<file path="config.mk">
export PLATFORM = sky130hd
export DESIGN_NAME = bsc_core
export DESIGN_NICKNAME = d
export VERILOG_FILES = /design/src/core/bsc_pkg.sv /design/src/core/bsc_core.sv
export VERILOG_INCLUDE_DIRS = /design/src /design/src/core
export SDC_FILE = /design/constraint.sdc
export NUM_CORES = 1
export LEC_CHECK = 0
export BUFFER_PORTS_ARGS = -buffer_cell sky130_fd_sc_hd__buf_2
export CAP_MARGIN = 15
export CORE_MARGIN = 8
export CORE_UTILIZATION = 50
export CTS_CLUSTER_SIZE = 10
export DETAILED_ROUTE_END_ITERATION = 8
export HOLD_SLACK_MARGIN = 0.06
export MAX_ROUTING_LAYER = met4
export PLACE_DENSITY = 0.8
export SKIP_LAST_GASP = 1
export SLEW_MARGIN = 20
export SYNTH_ARGS = -nofsm -noshare
export SYNTH_HDL_FRONTEND = slang
export SYNTH_SLANG_ARGS = --single-unit
</file>
<file path="constraint.sdc">
create_clock -name pclk -period 2.2 [get_ports pclk]
set_input_delay 0.33 -clock pclk [delete_from_list [all_inputs] [get_ports pclk]]
set_output_delay 0.33 -clock pclk [all_outputs]
set_load 0.01 [all_outputs]
</file>
<file path="src/core/bsc_cfg.svh">
// constants for the bus status and scl rate block
`ifndef BSC_CFG_SVH
`define BSC_CFG_SVH
`define BSC_IDX_CTRL        8'hD8
`define BSC_IDX_STAT        8'hD9
`define BSC_IDX_SCLH        8'hDA
`define BSC_IDX_SCLL        8'hDB
`define BSC_ADDR_CTRL       12'h360
`define BSC_ADDR_STAT       12'h364
`define BSC_ADDR_SCLH       12'h368
`define BSC_ADDR_SCLL       12'h36C
`define BSC_BIT_RATESEL     0
`define BSC_BIT_ACK         2
`define BSC_BIT_SI          3
`define BSC_BIT_STOP        4
`define BSC_BIT_START       5
`define BSC_BIT_EN          6
`define BSC_CODE_LSB        3
`define BSC_CODE_NONE       8'hF8
`define BSC_CODE_FIELD_NONE 5'h1F
`define BSC_CODE_RESET      5'h00
`define BSC_COUNT_RESET     8'h00
`define BSC_GEN_TICK_DIV    2
`endif

</file>
<file path="src/core/bsc_pkg.sv">
// types for the bus status and scl rate block
package bsc_pkg;
	typedef struct packed {
		logic en;
		logic start;
		logic stop;
		logic si;
		logic ack;
		logic rate_source_select;
	} bsc_ctrl_t;

	typedef struct packed {
		logic       valid;
		logic [7:0] code;
	} bsc_event_t;

	typedef enum logic [1:0] {
		GEN_IDLE = 2'b00,
		GEN_HIGH = 2'b01,
		GEN_LOW  = 2'b10
	} bsc_gen_state_t;
endpackage

</file>
<file path="src/core/bsc_core.sv">
// status code register, control flags and scl rate generator
`timescale 1ns/1ps
`default_nettype none
`include "bsc_cfg.svh"

module bsc_core
	import bsc_pkg::*;
(
	// clock and reset
	input  wire logic        pclk,
	input  wire logic        presetn,
	// apb slave
	input  wire logic        psel,
	input  wire logic        penable,
	input  wire logic        pwrite,
	input  wire logic [11:0] paddr,
	input  wire logic [31:0] pwdata,
	input  wire logic [3:0]  pstrb,
	output logic             pready,
	output logic [31:0]      prdata,
	output logic             pslverr,
	// protocol engine side
	input  wire bsc_event_t  bus_event,
	input  wire logic        stop_done,
	input  wire logic        irq_enable,
	input  wire logic        timer_ovf,
	output bsc_ctrl_t        ctrl_out,
	output logic             scl_gen,
	output logic             irq_req
);
	bsc_ctrl_t      ctrl_reg, ctrl_next;
	logic [4:0]     code_reg, code_next;
	logic [7:0]     sclh_reg, sclh_next;
	logic [7:0]     scll_reg, scll_next;
	logic           pready_reg, pready_next;
	logic [31:0]    prdata_reg, prdata_next;
	logic           pslverr_reg, pslverr_next;
	logic           irq_reg, irq_next;
	bsc_gen_state_t gen_reg, gen_next;
	logic [7:0]     cnt_reg, cnt_next;
	logic           div_reg, div_next;
	logic           scl_reg, scl_next;
	logic           access, wr_en, hit;
	logic [4:0]     ev_field;
	logic [8:0]     hi_run_reg, hi_run_next;
	logic [7:0]     hi_load_reg, hi_load_next;

	assign access   = psel & penable;
	assign ev_field = bus_event.code[7:`BSC_CODE_LSB];
	assign wr_en  = access & pready_reg & pwrite & pstrb[0];

	// apb answer, one wait state
	always_comb begin
		pready_next  = access & ~pready_reg;
		prdata_next  = prdata_reg;
		pslverr_next = 1'b0;
		hit          = 1'b1;
		case (paddr)
			`BSC_ADDR_CTRL: prdata_next = {24'h000000, 1'b0, ctrl_reg.en,
				ctrl_reg.start, ctrl_reg.stop, ctrl_reg.si, ctrl_reg.ack,
				1'b0, ctrl_reg.rate_source_select};
			`BSC_ADDR_STAT: prdata_next = {24'h000000, code_reg, 3'h0};
			`BSC_ADDR_SCLH: prdata_next = {24'h000000, sclh_reg};
			`BSC_ADDR_SCLL: prdata_next = {24'h000000, scll_reg};
			default: begin
				prdata_next = 32'h00000000;
				hit         = 1'b0;
			end
		endcase
		if (!(access & ~pready_reg)) begin
			prdata_next = prdata_reg;
		end else begin
			pslverr_next = ~hit;
		end
	end

	// control, count and status registers
	always_comb begin
		ctrl_next = ctrl_reg;
		sclh_next = sclh_reg;
		scll_next = scll_reg;
		code_next = code_reg;
		if (wr_en && paddr == `BSC_ADDR_CTRL) begin
			ctrl_next.en                 = pwdata[`BSC_BIT_EN];
			ctrl_next.start              = pwdata[`BSC_BIT_START];
			ctrl_next.stop               = pwdata[`BSC_BIT_STOP];
			ctrl_next.ack                = pwdata[`BSC_BIT_ACK];
			ctrl_next.rate_source_select = pwdata[`BSC_BIT_RATESEL];
			if (!pwdata[`BSC_BIT_SI]) begin
				ctrl_next.si = 1'b0;
			end
		end
		if (wr_en && paddr == `BSC_ADDR_SCLH) begin
			sclh_next = pwdata[7:0];
		end
		if (wr_en && paddr == `BSC_ADDR_SCLL) begin
			scll_next = pwdata[7:0];
		end
		if (stop_done) begin
			ctrl_next.stop = 1'b0;
		end
		// status code has no write path
		if (!ctrl_reg.en) begin
			code_next = `BSC_CODE_RESET;
			if (ctrl_next.en) begin
				code_next = `BSC_CODE_FIELD_NONE;
			end
		end else if (bus_event.valid) begin
			code_next = ev_field;
			if (ev_field != `BSC_CODE_FIELD_NONE) begin
				ctrl_next.si = 1'b1;
			end
		end
		irq_next = ctrl_next.si & irq_enable;
	end

	// scl generator
	always_comb begin
		div_next = ~div_reg;
		gen_next = gen_reg;
		cnt_next = cnt_reg;
		scl_next = scl_reg;
		if (!ctrl_reg.en) begin
			gen_next = GEN_IDLE;
			scl_next = 1'b1;
			div_next = 1'b0;
		end else if (ctrl_reg.rate_source_select) begin
			gen_next = GEN_IDLE;
			if (timer_ovf) begin
				scl_next = ~scl_reg;
			end
		end else begin
			case (gen_reg)
				GEN_IDLE: begin
					gen_next = GEN_HIGH;
					cnt_next = sclh_reg;
					scl_next = 1'b1;
					div_next = 1'b0;
				end
				GEN_HIGH: begin
					if (div_reg) begin
						if (cnt_reg <= 8'h01) begin
							gen_next = GEN_LOW;
							cnt_next = scll_reg;
							scl_next = 1'b0;
						end else begin
							cnt_next = cnt_reg - 8'h01;
						end
					end
				end
				GEN_LOW: begin
					if (div_reg) begin
						if (cnt_reg <= 8'h01) begin
							gen_next = GEN_HIGH;
							cnt_next = sclh_reg;
							scl_next = 1'b1;
						end else begin
							cnt_next = cnt_reg - 8'h01;
						end
					end
				end
				default: begin
					gen_next = GEN_IDLE;
				end
			endcase
		end
	end

	always_ff @(posedge pclk or negedge presetn) begin
		if (!presetn) begin
			ctrl_reg    <= '0;
			code_reg    <= `BSC_CODE_RESET;
			sclh_reg    <= `BSC_COUNT_RESET;
			scll_reg    <= `BSC_COUNT_RESET;
			pready_reg  <= 1'b0;
			prdata_reg  <= 32'h00000000;
			pslverr_reg <= 1'b0;
			irq_reg     <= 1'b0;
			gen_reg     <= GEN_IDLE;
			cnt_reg     <= `BSC_COUNT_RESET;
			div_reg     <= 1'b0;
			scl_reg     <= 1'b1;
		end else begin
			ctrl_reg    <= ctrl_next;
			code_reg    <= code_next;
			sclh_reg    <= sclh_next;
			scll_reg    <= scll_next;
			pready_reg  <= pready_next;
			prdata_reg  <= prdata_next;
			pslverr_reg <= pslverr_next;
			irq_reg     <= irq_next;
			gen_reg     <= gen_next;
			cnt_reg     <= cnt_next;
			div_reg     <= div_next;
			scl_reg     <= scl_next;
		end
	end

	assign pready   = pready_reg;
	assign prdata   = prdata_reg;
	assign pslverr  = pslverr_reg;
	assign ctrl_out = ctrl_reg;
	assign scl_gen  = scl_reg;
	assign irq_req  = irq_reg;

	// high phase length, for the checks
	always_comb begin
		hi_run_next  = 9'h000;
		hi_load_next = hi_load_reg;
		if (gen_reg == GEN_HIGH) begin
			hi_run_next = hi_run_reg + 9'h001;
		end
		if (gen_next == GEN_HIGH && gen_reg != GEN_HIGH) begin
			hi_load_next = sclh_reg;
		end
	end

	always_ff @(posedge pclk or negedge presetn) begin
		if (!presetn) begin
			hi_run_reg  <= 9'h000;
			hi_load_reg <= `BSC_COUNT_RESET;
		end else begin
			hi_run_reg  <= hi_run_next;
			hi_load_reg <= hi_load_next;
		end
	end
endmodule
`default_nettype wire

</file>
==> results.toml <==
[sta]
finalCritPeriodShare_pct = 94.7
clock.fmax_ghz = 0.480
tns_ns = 0
fin_ws_ns = 0.117
setup_viol = 0
clock_skew_ns = 0.00802
tightest_slew_ns = 0.567
slew_violations = 0
grt_setup_unrepaired = "no"
min_period_ns = 2.08
final_hold_viol_count = 0
relSlewSlack_pct = 62.0

[synth]
ys_ff_latch = 50
yosys_warnings = 0
synth_edf_count = 0
synthArstFlopShare_pct = 100
synth_ff_type = "dfrtp_1"
ys_seq_area_share_pct = 41.2
synth.distinct_cells = 57
netlist_area_um2 = 3040
syn_area_per_cell_um2 = 10.6
syn_inst = 288

[setup_path]
end_kind = "flop"
regToRegEndpoint = "cnt_reg[5]$_DFFE_PN0P_"
crit_path_start = "cnt_reg[0]$_DFFE_PN0P_"
cp_cell_sequence = "buf_4 -> ha_1 -> nor2_1 -> nor3_1 -> a311oi_1 -> o221ai_1"
cp.required_ns = 2.37
worstRegToRegCells = 6
startpoint_type = "flop"
crit_type = "flop to flop"
rrSetupSlack_ns = 0.12
critPathMaxStageDelay_ns = 0.47
slowest_stage = "nor2_1"
worstPathArrival_ns = 2.25
worstReg2RegStart = "cnt_reg[0]$_DFFE_PN0P_"
worstPathMaxFanout = 7

[grt]
antenna_found_initial = 0
grt_usage_pct = 17.7
grt_max_degree = 25
grt.overflow.total = 0
grt_pass1_wl_mm = 12.1
grt_pass1_vias = 2408

[outcome]
status = "completed"

[power_and_ir_drop]
power_density_nw_per_um2 = 1030
p_leak_nw = 1.72
ir_drop_uv = 859
power_w = 0.00366

[hold_path]
hold_start = "pwdata[7]"
min_to = "sclh_reg[7]$_DFFE_PN0P_"
hold_class = "input pin to flop"
min_path_cells = 2

[floorplan]
initial_core_util_pct = 51.6
core_um2 = 5890
die-area_um2 = 8830
pin_count = 107
fp-row-count = 28
dieHeight_um = 94.0
die_w_um = 94.0

[routing]
first_pass_iters = 4
wl_mm = 7.53
drc_errors = 0
drt_first_iter_violations = 169
viasPerCell = 5.72
wl_per_cell_um = 17.4
vias = 2472
ant_nets = 0

[place]
dp_slack_ns = 0.143
hpwl_mm = 6.07
numPortBuffers = 52
gp_congestion = 0.931

[clock_tree]
cts_buffers = 5
clk-insertion-delay-late_ns = 0.31
post_cts_buffers = 0
clockBufferDepth = 2
cts_tree = "done"
htree_levels = 2
clock-sinks = 50
path_clk_slew_ns = 0.10
clockRootBuffer = "clkbuf_8"

[finish]
fillers = 482
nets = 428
areaGrowthSynthToFinish_pct = 17.0
n_antenna_cell = 0
drive_gt1_share_pct = 33.3

[flow_run]
max_cap_violations = 0
## worst max-delay path: cells and delay by family (launching register included)
kind	cells	cell delay, ns
adders and majority gates	1	0.24
DFF	1	0.39
buffers and inverters	1	0.16
AOI/OAI and AO/OA	2	0.49
and+or+nand+nor	2	0.67
## layout make-up
type	instances	area, um2	share of cell area, %
Timing Repair Buffer	77	463	13.0
Clock inverter	3	45.0	1.27
Clock buffer	5	68.8	1.94
Inverter	16	60.1	1.69
Tap cell	75	93.8	2.64
Sequential cell	50	1250	35.2
Multi-Input combinational cell	206	1570	44.2
## cells in the mapped netlist (5+ instances only)
cell type	count	share of area, %
dfrtp_1	49	40
o211ai_1	5	1.2
o21ai_0	8	1.3
o41ai_1	5	1.4
inv_1	16	2.0
nand2_1	18	2.2
a311oi_1	5	1.4
buf_4	24	5.9
a21oi_1	8	1.3
mux2_2	18	6.7
mux2i_1	13	4.3
a31oi_1	5	1.0
clkbuf_1	10	1.2
nand2b_1	7	1.4
ha_1	7	2.9
nand3_1	10	1.6
nor2_1	14	1.7
## worst max-delay path by stage
stage / to / slack, ns / cells past startpoint
floorplan: cnt_reg[4]$_DFFE_PN0P_ / 0.29 / 7
global placement: sclh_reg[5]$_DFFE_PN0P_ / 0.19 / 7
detailed placement: sclh_reg[3]$_DFFE_PN0P_ / 0.14 / 7
CTS: cnt_reg[5]$_DFFE_PN0P_ / 0.14 / 6
global route: cnt_reg[5]$_DFFE_PN0P_ / 0.04 / 6
finish: cnt_reg[5]$_DFFE_PN0P_ / 0.12 / 6
## logic make-up (layout without fill, tap and decap cells)
group,after synthesis,after routing,synth area share (%)
and+or+nand+nor,73,73,14.8
muxes,36,36,14.3
buffers and inverters,55,101,9.88
AOI/OAI and AO/OA,64,64,16.3
other,1,24,0.123
xor gates and xnor gates,2,2,0.576
DFF,50,50,41.2
adders and majority gates,7,7,2.88
## placed cells by master (no fill, tap or decap), types with 7 or more instances in the layout
cell type | synthesis | final
o21ai_0 | 8 | 8
nor2_1 | 14 | 14
ha_1 | 7 | 7
mux2i_1 | 13 | 13
buf_2 | 3 | 52
conb_1 | 1 | 24
dfrtp_1 | 49 | 49
nand2b_1 | 7 | 7
inv_1 | 16 | 16
mux2_2 | 18 | 18
a21oi_1 | 8 | 8
nand2_1 | 18 | 18
nand3_1 | 10 | 10
buf_4 | 24 | 23
## timing repair
item,in CTS,in global routing
endpoints found under the hold margin,22,0
resized for setup,0,0
hold buffers,1,0
## through the flow
step,util (%),hold slack (ns),cells,instance area [um2]
2_1_floorplan,-,0.0344,311,3130
3_3_place_gp,58.3,0.325,423,3430
3_5_place_dp,58.3,0.335,423,3430
4_1_cts,60.4,0.256,432,3560
5_1_grt,60.4,0.255,432,3560
6_report,60.4,0.261,432,3560
## report_power, final
group	internal [W]	total [W]	switching (W)
combinational	0.000801	0.00189	0.00109
clock	0.000338	0.000652	0.000313
sequential	0.00103	0.00112	0.0000900
## metal layers
| metal | vias up | GRT usage [%] | share of wire (%) |
|---|---|---|---|
| met2 | 99 | 27.3 | 47 |
| met1 | 1194 | 22.2 | 43 |
| met3 | 18 | 3.28 | 7.4 |
| li1 | 1161 | - | - |
| met5 | - | - | 0 |
| met4 | 0 | 7.79 | 2.5 |
Note: power is estimated with default switching activity, not from simulation.
